==> config.mk <==
export PLATFORM = sky130hd
export DESIGN_NAME = pcmr_regs
export DESIGN_NICKNAME = d
export VERILOG_FILES = /design/src/design/pcmr_pkg.sv /design/src/design/pcmr_word_if.sv /design/src/design/pcmr_regs.sv /design/src/design/pcmr_word_map.sv
export SDC_FILE = /design/constraint.sdc
export NUM_CORES = 1
export LEC_CHECK = 0
export BUFFER_PORTS_ARGS = -buffer_cell sky130_fd_sc_hd__buf_2
export CAP_MARGIN = 20
export CELL_PAD_IN_SITES_DETAIL_PLACEMENT = 1
export CELL_PAD_IN_SITES_GLOBAL_PLACEMENT = 1
export CORE_AREA = 2 2 161 163
export DETAILED_ROUTE_END_ITERATION = 10
export DIE_AREA = 0 0 163 165
export PLACE_DENSITY = 0.78
export SLEW_MARGIN = 0
export SYNTH_ARGS = -nofsm -noshare
export SYNTH_HDL_FRONTEND = slang
export SYNTH_SLANG_ARGS = --single-unit
==> constraint.sdc <==
create_clock -name clk -period 6.1 [get_ports clk]
set_input_delay 0.61 -clock clk [delete_from_list [all_inputs] [get_ports clk]]
set_output_delay 0.61 -clock clk [all_outputs]
set_load 0.005 [all_outputs]
==> src/design/pcmr_pkg.sv <==
// pcmr_pkg: register map, status bit positions and codes of the
// particle counter holding-register bank. assumes 16-bit registers.
package pcmr_pkg;
	localparam logic [15:0] ADDR_STATUS = 16'h0006;
	localparam logic [15:0] ADDR_CH1 = 16'h0008;
	localparam logic [15:0] ADDR_CH2 = 16'h000A;
	localparam logic [15:0] ADDR_CH3 = 16'h000C;
	localparam logic [15:0] ADDR_CH4 = 16'h000E;
	localparam logic [15:0] ADDR_UNIT = 16'h006E;
	localparam logic [15:0] ADDR_ALO = 16'h007C;
	localparam logic [15:0] ADDR_AHI = 16'h007E;
	localparam logic [15:0] ADDR_AROUTE = 16'h0080;
	localparam logic [15:0] ADDR_ALIMIT = 16'h0082;
	localparam logic [15:0] ADDR_AMROUTE = 16'h0084;
	localparam int ST_LASER = 0;
	localparam int ST_FLOW = 1;
	localparam int ST_OVFL = 2;
	localparam int ST_SERVICE = 3;
	localparam int ST_THRESH = 4;
	localparam int ST_ALARM = 5;
	localparam logic [7:0] FC_READ_HOLD = 8'h03;
	localparam logic [7:0] FC_EXC_FLAG = 8'h80;
	localparam logic [7:0] EXC_BAD_ADDR = 8'h02;
	localparam logic [7:0] EXC_BAD_FUNC = 8'h01;
	typedef enum logic [1:0] {
		PCMR_IDLE = 2'b00,
		PCMR_LOOK = 2'b01,
		PCMR_SEND = 2'b11
	} pcmr_state_t;
endpackage

==> src/design/pcmr_word_if.sv <==
// pcmr_word_if: one register lookup between the bank and its decoder.
// assumes both ends on the same clock.
`timescale 1ns/1ps
interface pcmr_word_if;
	logic [15:0] addr; // register address
	logic [15:0] data; // register content
	logic hit; // address is mapped
	modport bank (input addr, output data, output hit);
	modport user (output addr, input data, input hit);
endinterface

==> src/design/pcmr_regs.sv <==
// pcmr_regs: read-only holding-register bank of a particle counter,
// status flags and alarm relay. assumes a framer upstream that hands
// over decoded read requests (function, start, quantity) and takes one
// response word at a time.
`timescale 1ns/1ps
// Overview of operation
// status word at 6, four float count channels at 8 to 14, read only
// scaling at 124/126, analog routing 128, threshold 130, routing 132
// eight-byte unit string at 110; missing channel returns null string
// answers carry function code 03; master reads with function 03
// 32-bit values go out mid-little-endian, low word first
// master reorders received bytes into its own endianness
// status word is independent single-bit flags, unused bits zero
// bit 0 is laser alert
// bit 1 is flow rate alert
// bit 2 is particle overflow or malfunction
// bit 3 is service threshold exceeded
// bit 4 is particle count threshold exceeded
// bit 5 is alarm triggered
// relay closed while powered and count below threshold
// relay opens once count reaches threshold, open when unpowered
// relay switches only when enabled, compares selected channel only
// unmapped address gets an exception response, not data
// status bit 5 and relay change in the same cycle
module pcmr_regs
	import pcmr_pkg::*;
(
	input wire logic clk, // 10 MHz clock
	input wire logic srst, // sync reset, active high
	input wire logic req_valid, // read request strobe
	input wire logic [7:0] req_func, // request function code
	input wire logic [15:0] req_start, // first register address
	input wire logic [7:0] req_qty, // number of registers
	output logic req_ready, // bank idle, request accepted
	output logic rsp_valid, // response word valid
	input wire logic rsp_ready, // framer takes word
	output logic [7:0] rsp_func, // response function code
	output logic [15:0] rsp_data, // register word or exception code
	output logic rsp_exc, // response is an exception
	output logic rsp_last, // final word of response
	input wire logic laser_alert, // laser condition
	input wire logic flow_alert, // flow condition
	input wire logic overflow_alert, // overflow or malfunction
	input wire logic service_alert, // service threshold exceeded
	input wire logic thresh_alert, // particle threshold exceeded
	input wire logic cnt_update, // new counts present, one cycle
	input wire logic [127:0] counts, // four float channels, ch1 low
	input wire logic [63:0] unit_str, // unit ascii string
	input wire logic [3:0] ch_present, // channel exists in model
	input wire logic [31:0] alo, // 4 mA scale float
	input wire logic [31:0] ahi, // 20 mA scale float
	input wire logic [15:0] aroute, // analog routing
	input wire logic [31:0] alimit, // alarm threshold float
	input wire logic [31:0] amroute, // alarm routing, channel 0..3
	input wire logic alarm_en, // alarm enabled
	output logic relay_closed // relay contact closed
);
	pcmr_state_t state_reg, state_next;
	logic [15:0] addr_reg;
	logic [7:0] left_reg;
	logic exc_reg;
	logic [7:0] exc_code_reg;
	logic alarm_reg;
	logic [4:0] flags_reg;
	logic [7:0] func_reg;
	logic [15:0] data_reg;
	logic last_reg;

	pcmr_word_if wp();

	wire [1:0] mon_sel = amroute[1:0];
	wire [31:0] mon_cnt = counts[32*mon_sel +: 32];
	// positive floats order like unsigned integers; a negative count
	// cannot occur, so no float comparator is spent here
	wire reached = mon_cnt >= alimit;
	wire [31:0] status_word = {26'h0, alarm_reg, flags_reg};
	wire bad_func = req_func != FC_READ_HOLD;
	wire bad_qty = req_qty == 8'h00;

	// unit string is empty when the monitored channel is absent
	wire [63:0] unit_eff = ch_present[mon_sel] ? unit_str : 64'h0;

	assign wp.addr = addr_reg;

	pcmr_word_map u_map (
		.wp(wp),
		.status(status_word),
		.counts(counts),
		.unit_str(unit_eff),
		.alo(alo),
		.ahi(ahi),
		.aroute(aroute),
		.alimit(alimit),
		.amroute(amroute)
	);

	assign req_ready = state_reg == PCMR_IDLE;
	assign rsp_valid = state_reg == PCMR_SEND;
	assign rsp_func = func_reg;
	assign rsp_data = data_reg;
	assign rsp_exc = exc_reg;
	assign rsp_last = last_reg;
	// reset closes the contact at the next clock edge, disabled closes it at the next
	// count update; power loss opens it mechanically
	assign relay_closed = !alarm_reg;

	always_comb begin
		state_next = state_reg;
		unique case (state_reg)
			PCMR_IDLE: if (req_valid) state_next = PCMR_LOOK;
			PCMR_LOOK: state_next = PCMR_SEND;
			PCMR_SEND: begin
				if (rsp_ready)
					state_next = last_reg ? PCMR_IDLE : PCMR_LOOK;
			end
			default: state_next = PCMR_IDLE;
		endcase
	end

	always_ff @(posedge clk) begin
		if (srst) state_reg <= PCMR_IDLE;
		else state_reg <= state_next;
	end

	// request capture; function and quantity faults are refused up
	// front, an unmapped address aborts the answer where it is met
	always_ff @(posedge clk) begin
		if (srst) begin
			addr_reg <= 16'h0000;
			left_reg <= 8'h00;
			exc_reg <= 1'b0;
			exc_code_reg <= 8'h00;
			func_reg <= 8'h00;
		end else if (state_reg == PCMR_IDLE && req_valid) begin
			addr_reg <= req_start;
			left_reg <= req_qty;
			exc_reg <= bad_func || bad_qty;
			exc_code_reg <= bad_func ? EXC_BAD_FUNC : EXC_BAD_ADDR;
			func_reg <= (bad_func || bad_qty) ? (req_func | FC_EXC_FLAG)
				: FC_READ_HOLD;
		end else if (state_reg == PCMR_LOOK && !exc_reg && !wp.hit) begin
			exc_reg <= 1'b1;
			exc_code_reg <= EXC_BAD_ADDR;
			func_reg <= FC_READ_HOLD | FC_EXC_FLAG;
		end else if (state_reg == PCMR_SEND && rsp_ready) begin
			addr_reg <= addr_reg + 16'h0001;
			left_reg <= left_reg - 8'h01;
		end
	end

	// an unmapped address anywhere in the range aborts with exception
	wire look_exc = exc_reg || !wp.hit;

	always_ff @(posedge clk) begin
		if (srst) begin
			data_reg <= 16'h0000;
			last_reg <= 1'b0;
		end else if (state_reg == PCMR_LOOK) begin
			data_reg <= look_exc ? {8'h00, (exc_reg ? exc_code_reg
				: EXC_BAD_ADDR)} : wp.data;
			last_reg <= look_exc || left_reg == 8'h01;
		end
	end

	// flags refresh with each count update
	always_ff @(posedge clk) begin
		if (srst) begin
			flags_reg <= 5'h00;
			alarm_reg <= 1'b0;
		end else if (cnt_update) begin
			flags_reg[ST_LASER] <= laser_alert;
			flags_reg[ST_FLOW] <= flow_alert;
			flags_reg[ST_OVFL] <= overflow_alert;
			flags_reg[ST_SERVICE] <= service_alert;
			flags_reg[ST_THRESH] <= thresh_alert;
			alarm_reg <= alarm_en && reached;
		end
	end
endmodule

==> src/design/pcmr_word_map.sv <==
// pcmr_word_map: combinational register decode of the bank.
// maps 32-bit values low word first on the wire.
`timescale 1ns/1ps
module pcmr_word_map
	import pcmr_pkg::*;
(
	pcmr_word_if.bank wp, // lookup port
	input wire logic [31:0] status, // status word
	input wire logic [127:0] counts, // four float channels
	input wire logic [63:0] unit_str, // unit ascii string
	input wire logic [31:0] alo, // 4 mA scale
	input wire logic [31:0] ahi, // 20 mA scale
	input wire logic [15:0] aroute, // analog routing
	input wire logic [31:0] alimit, // alarm threshold
	input wire logic [31:0] amroute // alarm routing
);
	wire [15:0] a = wp.addr;
	wire [15:0] ch_hi[4];
	wire [15:0] ch_lo[4];
	genvar g;
	generate
		for (g = 0; g < 4; g++) begin : g_ch
			assign ch_hi[g] = counts[32*g+16 +: 16];
			assign ch_lo[g] = counts[32*g +: 16];
		end
	endgenerate
	// mid-little-endian: bytes ABCD of a big-endian value go out as
	// CDAB, so the low word is sent first R5
	always_comb begin
		wp.hit = 1'b1;
		unique case (a)
			ADDR_STATUS: wp.data = status[15:0];
			ADDR_STATUS + 16'h0001: wp.data = status[31:16];
			ADDR_CH1: wp.data = ch_lo[0];
			ADDR_CH1 + 16'h0001: wp.data = ch_hi[0];
			ADDR_CH2: wp.data = ch_lo[1];
			ADDR_CH2 + 16'h0001: wp.data = ch_hi[1];
			ADDR_CH3: wp.data = ch_lo[2];
			ADDR_CH3 + 16'h0001: wp.data = ch_hi[2];
			ADDR_CH4: wp.data = ch_lo[3];
			ADDR_CH4 + 16'h0001: wp.data = ch_hi[3];
			ADDR_UNIT: wp.data = unit_str[63:48];
			ADDR_UNIT + 16'h0001: wp.data = unit_str[47:32];
			ADDR_UNIT + 16'h0002: wp.data = unit_str[31:16];
			ADDR_UNIT + 16'h0003: wp.data = unit_str[15:0];
			ADDR_ALO: wp.data = alo[15:0];
			ADDR_ALO + 16'h0001: wp.data = alo[31:16];
			ADDR_AHI: wp.data = ahi[15:0];
			ADDR_AHI + 16'h0001: wp.data = ahi[31:16];
			ADDR_AROUTE: wp.data = aroute;
			ADDR_ALIMIT: wp.data = alimit[15:0];
			ADDR_ALIMIT + 16'h0001: wp.data = alimit[31:16];
			ADDR_AMROUTE: wp.data = amroute[15:0];
			ADDR_AMROUTE + 16'h0001: wp.data = amroute[31:16];
			default: begin
				wp.hit = 1'b0;
				wp.data = 16'h0000;
			end
		endcase
	end
endmodule

Word-level counts from Yosys, hierarchy flattened. Cells that the tools add are included. W data, S select, Z words.

Bits in registers: 66. Bits of input ports: 383. Word-level logic and storage cells: 88. Output and inout bits: 29.

Shifts and indexed selects: 1. Reduce and logical (&&, ||, !) cells: 18. Muxes and demuxes: 25. Add/subtract/negate cells: 2. Order comparisons: 2. Equal/unequal tests: 30.

Operators with widths (count): $pmux W16 S22 (1); $eq A16 B4 Y1 const B (8); $eq A16 B7 Y1 const B (8); $shiftx A128 B8 Y32 (1); $eq A16 B8 Y1 const B (5); $mux W8 (9); $mux W16 (4); $mux W64 (1); $eq A16 B3 Y1 const B (2); $ge A32 B32 Y1 (1); $reduce_or A23 Y1 (1); $add A16 B1 Y16 const B (1); $eq A8 B1 Y1 const B (1); $logic_not A8 Y1 (1); $ne A8 B2 Y1 const B (1); $sub A8 B1 Y8 const B (1); $mux W2 (3); $pmux W2 S3 (1); $logic_and A1 B1 Y1 (5); $mux W1 (5); $ne A2 B2 Y1 const B (2); $reduce_and A2 Y1 (2); $reduce_bool A2 Y1 (2); $logic_not A1 Y1 (3); 7 further kinds (9).

Logic depth before layout (Yosys ltp).
Depth after elaboration: 7. Depth in mapped cells: 11. Gate-level depth less buffers: 10.

Hierarchy. From an unflattened synthesis, not the netlist that was laid out.

Cells, all modules: 919. Area, all modules: 7514.7 µm².

By module, submodules not included: pcmr_regs (cells each 534, area an instance 4588.2 µm², sequential area each 1181.1 µm², instances 1); pcmr_word_map (cells each 385, area an instance 2926.6 µm², sequential area each 0.0 µm², instances 1).

Worst setup path before layout. Ideal clock, no wire load.

Kind: input-to-reg. Start: input port amroute[0]. End: register alarm_reg. Setup time: 0.147 ns. Stages on the path: 11. Required time: 5.953 ns. Data arrival time: 3.313 ns. Path slack: 2.640 ns. Path buffers: 2. Cell sequence: clkbuf_1 -> buf_1 -> mux4_2 -> ha_1 -> a21o_1 -> a21o_1 -> a21oi_1 -> nor2_1 -> a311oi_1 -> a31o_2 -> o311ai_0.

Word-level cells in the longest chain between the ends: 3.

RTL lines: from (decl) (RTL line pcmr_regs.sv:54) `input wire logic [31:0] amroute,`; $shiftx A128 B8 Y32 (RTL line pcmr_regs.sv:72) `wire [31:0] mon_cnt = counts[32*mon_sel +: 32];`; $ge A32 B32 Y1 (RTL line pcmr_regs.sv:75) `wire reached = mon_cnt >= alimit;`; $logic_and A1 B1 Y1 (RTL line pcmr_regs.sv:176) `alarm_reg <= alarm_en && reached;`; to (signal assigned) (RTL line pcmr_regs.sv:176); to (decl) (RTL line pcmr_regs.sv:63) `logic alarm_reg;`.

No other way between the ends. A chain may end at the register's enable or synchronous reset.

Final worst setup path.
Start: register addr_reg[14]. End: register data_reg[15], in the netlist rsp_data[15].

Word-level cells in the longest chain between the ends: 6. Elaborated cells on any way between the ends: 29. Classes of those cells: 23 x eq/ne; 3 x mux; 3 x reduce/logical.

RTL lines: from (decl) (RTL line pcmr_regs.sv:59) `logic [15:0] addr_reg;`; from (signal assigned) (RTL line pcmr_regs.sv:135) `addr_reg <= req_start;`; from (signal assigned) (RTL line pcmr_regs.sv:146) `addr_reg <= addr_reg + 16'h0001;`; $eq A16 B3 Y1 (tied with other cells) (RTL line pcmr_word_map.sv:31) `unique case (a)`; $reduce_or A23 Y1 (no line); $mux W1 (RTL line pcmr_word_map.sv:31); $logic_not A1 Y1 (RTL line pcmr_regs.sv:152) `wire look_exc = exc_reg || !wp.hit;`; $logic_or A1 B1 Y1 (RTL line pcmr_regs.sv:152); $mux W16 (*) (RTL line pcmr_regs.sv:159) `data_reg <= look_exc ? {8'h00, (exc_reg ? exc_code_reg`; to (signal assigned) (RTL line pcmr_regs.sv:159); to (decl) (RTL line pcmr_regs.sv:66) `logic [15:0] data_reg;`.

Every way passes the cells marked *; elsewhere a longest branch is shown, timed or not.

==> impl_metrics.csv <==
group,metric,value,unit
outcome,status,"completed",
drt,ant_nets,0,
yosys,yosys_warnings,0,
setup_path,worstSetupPathType,"flip-flop to flip-flop",
floorplan,initial_core_util,28.2,%
cells_and_area,post-route-cell-area,9720,µm²
yosys,synth_top_area_share,16.7,%
setup_path,reg2reg_to,"rsp_data[15]",
cells_and_area,final_layout_size_suffix_gt1_share,41.5,%
grt,grt_start_max_net_pins,36,
setup_path,reg2reg_depth,8,
job,maxCapViolations,0,
clock_tree,clk_path_buf_depth,2,
hold_path,worstHoldPathType,"flip-flop to flip-flop",
clock_tree,cts_hold_buf,0,
yosys,ys_ff_latch,59,
timing,finalCritPeriodShare,63.6,%
placement,port_buffers,411,
yosys,ys_seq_area_share,16.7,%
hold_path,hold_depth,2,
floorplan,io_pins,412,
hold_path,hold_end,"rsp_data[1]",
setup_path,cp-start-kind,"flip-flop",
setup_path,end_kind,"flip-flop",
yosys,synth_area_leaders,"dfxtp_1, mux4_2, a22oi_1, ha_1, a21oi_1",
yosys,synth_cell_type_count,69,
pwr,p_sw_share,36.9,%
timing,finalHoldViolCount,0,
setup_path,cpLargestDelayFamily,"simple AND/OR/NAND/NOR gates",
floorplan,design.core.area,25000,µm²
clock_tree,htree_levels,3,
drt,drtPass1Iterations,6,
timing,slew_violations,0,
grt,grt_antenna_before_repair,14,
setup_path,crit_buf_inv,1,
drt,finalWirelength,46.2,mm
pwr,p_comb_share,35.4,%
pwr,p_int,1000,µW
floorplan,fp.dieH,165,µm
timing,timing.fmax,258,MHz
pwr,power_density,164,nW/µm²
drt,vias_per_cell,6.21,
grt,track_usage,32.7,%
yosys,synthArstFlopShare,0,%
timing,setup_viol,0,
clock_tree,clk_pin_slew,0.06,ns
setup_path,max_stage_delay,1.00,ns
drt,vias,9730,
timing,rsz0062_at_grt,"false",
timing,period_needed,3.88,ns
setup_path,cp_data_arrival_time,4.13,ns
drt,drc,0,
yosys,synth_nets,1278,
cells_and_area,nNetsFinal,1642,
yosys,ys.flop_type,"dfxtp_1",
setup_path,required,6.36,ns
placement,dp_hpwl,36.6,mm
clock_tree,cts-root-buf,"clkbuf_16",
timing,timing.setup.tns,0,ns
setup_path,worst-path-max-fanout,18,
pwr,finalPower,1590,µW
floorplan,rows,58,
clock_tree,cts_tree,"built",
grt,grt_overflow_total,0,
cells_and_area,syn2layout_area_growth,37.4,%
yosys,synth.avg_cell_area,8.25,µm²
yosys,synth_edf_count,0,
setup_path,cp_slowest_cell,"and3_1",
pwr,power_switching,588,µW
pwr,pwr-share-clk,37.0,%
pwr,vdd_drop_max,0.104,mV
placement,place_area,9360,µm²
floorplan,die_area,26900,µm²
drt,drt-initial-drc-count,1294,
setup_path,r2r_start,"addr_reg[14]",
setup_path,rrSetupSlack,2.22,ns
pwr,power_leakage,0.00427,µW
timing,slew_headroom,20.6,%
grt,grt_pass1_wl,64.2,mm
clock_tree,postCtsResizedCells,0,
yosys,syn_inst,857,
clock_tree,cts_buffers,9,
placement,gp_congestion,0.990,
pwr,seqPwrFrac,27.6,%
yosys,synthDominantAreaCellType,"dfxtp_1",
setup_path,crit_chain,"or4_1 > buf_4 > nor3_2 > and3_1 > a22o_1 > a221oi_1 > and4_1 > a311oi_2",
grt,grt_pass1_vias,9843,
timing,worst_pin_slew,1.18,ns
drt,wl_per_cell,29.5,µm
clock_tree,clk_latency,0.35,ns
clock_tree,clock-sinks,59,
hold_path,min_from,"rsp_data[1]",
floorplan,die_w,163,µm
clock_tree,post-cts-setup-buffers,0,
yosys,synth.cell_area,7070,µm²
timing,skew,0.0132,ns
## power groups by stage
stage               combinational [µW]  clock (µW)  sequential (µW)
floorplan                          292           0              431
global placement                   541           0              445
global route                       601         606              443
CTS                                554         588              438
finish                             563         588              439
detailed placement                 549           0              446
## cell usage after synthesis (24+ instances only)
cell       n
a22oi_1   76
dfxtp_1   59
a21oi_1   56
nand2_1   49
inv_1     48
nor2_1    46
clkbuf_1  45
ha_1      38
mux4_2    32
nand3_1   32
a221oi_1  26
a222oi_1  26
nand4_1   24
## cell type report
| cell class | instances | area [µm²] |
|---|---|---|
| antenna | 11 | 27.5 |
| sequential | 59 | 1180 |
| clock buffer | 10 | 229 |
| multi-input combinational | 673 | 5390 |
| tap | 330 | 413 |
| inverter | 48 | 180 |
| timing repair buffer | 430 | 2200 |
| fill | 3140 | 15300 |
| clock inverter | 6 | 90.1 |
## worst max path at each step
| stage | start | endpoint | depth (start not counted) |
|---|---|---|---|
| 6_report | addr_reg[14] | rsp_data[15] | 8 |
| 5_1_grt | addr_reg[14] | rsp_data[4] | 8 |
| 4_1_cts | addr_reg[14] | rsp_data[15] | 8 |
| 3_5_place_dp | addr_reg[14] | rsp_data[15] | 8 |
| 3_3_place_gp | amroute[0] | alarm_reg | 10 |
| 2_1_floorplan | amroute[0] | alarm_reg | 11 |
## routing by layer
layer / up-vias / part of all wire, % / GRT usage [%]
met4: 6 / 4.2 / 15.0
li1: 4227 / - / -
met3: 129 / 10 / 8.41
met2: 642 / 46 / 52.5
met1: 4726 / 39 / 41.2
met5: - / 0.074 / 0
## kinds of logic after synthesis
kind of cell | Yosys count | synth area share (%)
fa+ha+maj | 38 | 6.73
mux | 43 | 11.8
buf+inv | 125 | 7.52
xor+xnor | 1 | 0.124
compound gates | 316 | 34.2
flops | 59 | 16.7
simple gates | 275 | 22.9
## through the flow
step / hold slack, ns / instances / worst slack (ns) / util [%]
after floorplan: 0.442 / 857 / 2.64 / -
after global placement: 0.439 / 1539 / 2.50 / 37.4
after detailed placement: 0.451 / 1539 / 2.37 / 37.4
after CTS: 0.479 / 1555 / 2.34 / 38.7
after global routing: 0.491 / 1564 / 2.12 / 38.8
final: 0.481 / 1567 / 2.22 / 38.8
## worst reg2reg max path: cells and delay by family (launching register included)
| kind | cells | cell delay [ns] |
|---|---|---|
| and+or+nand+nor | 4 | 2.58 |
| AOI/OAI and AO/OA | 3 | 0.59 |
| DFF | 1 | 0.35 |
| buffers and inverters | 1 | 0.27 |
## cell usage in the layout, fill, tap and decap left out, types with 24 or more instances in the layout
cell      instances
ha_1             38
buf_2           411
a21oi_1          56
a221oi_1         26
a22oi_1          76
nand4_1          24
a222oi_1         26
nand2_1          49
inv_1            48
nand3_1          32
nor2_1           45
mux4_2           32
dfxtp_1          59
Power figures use the tool's default switching activity.
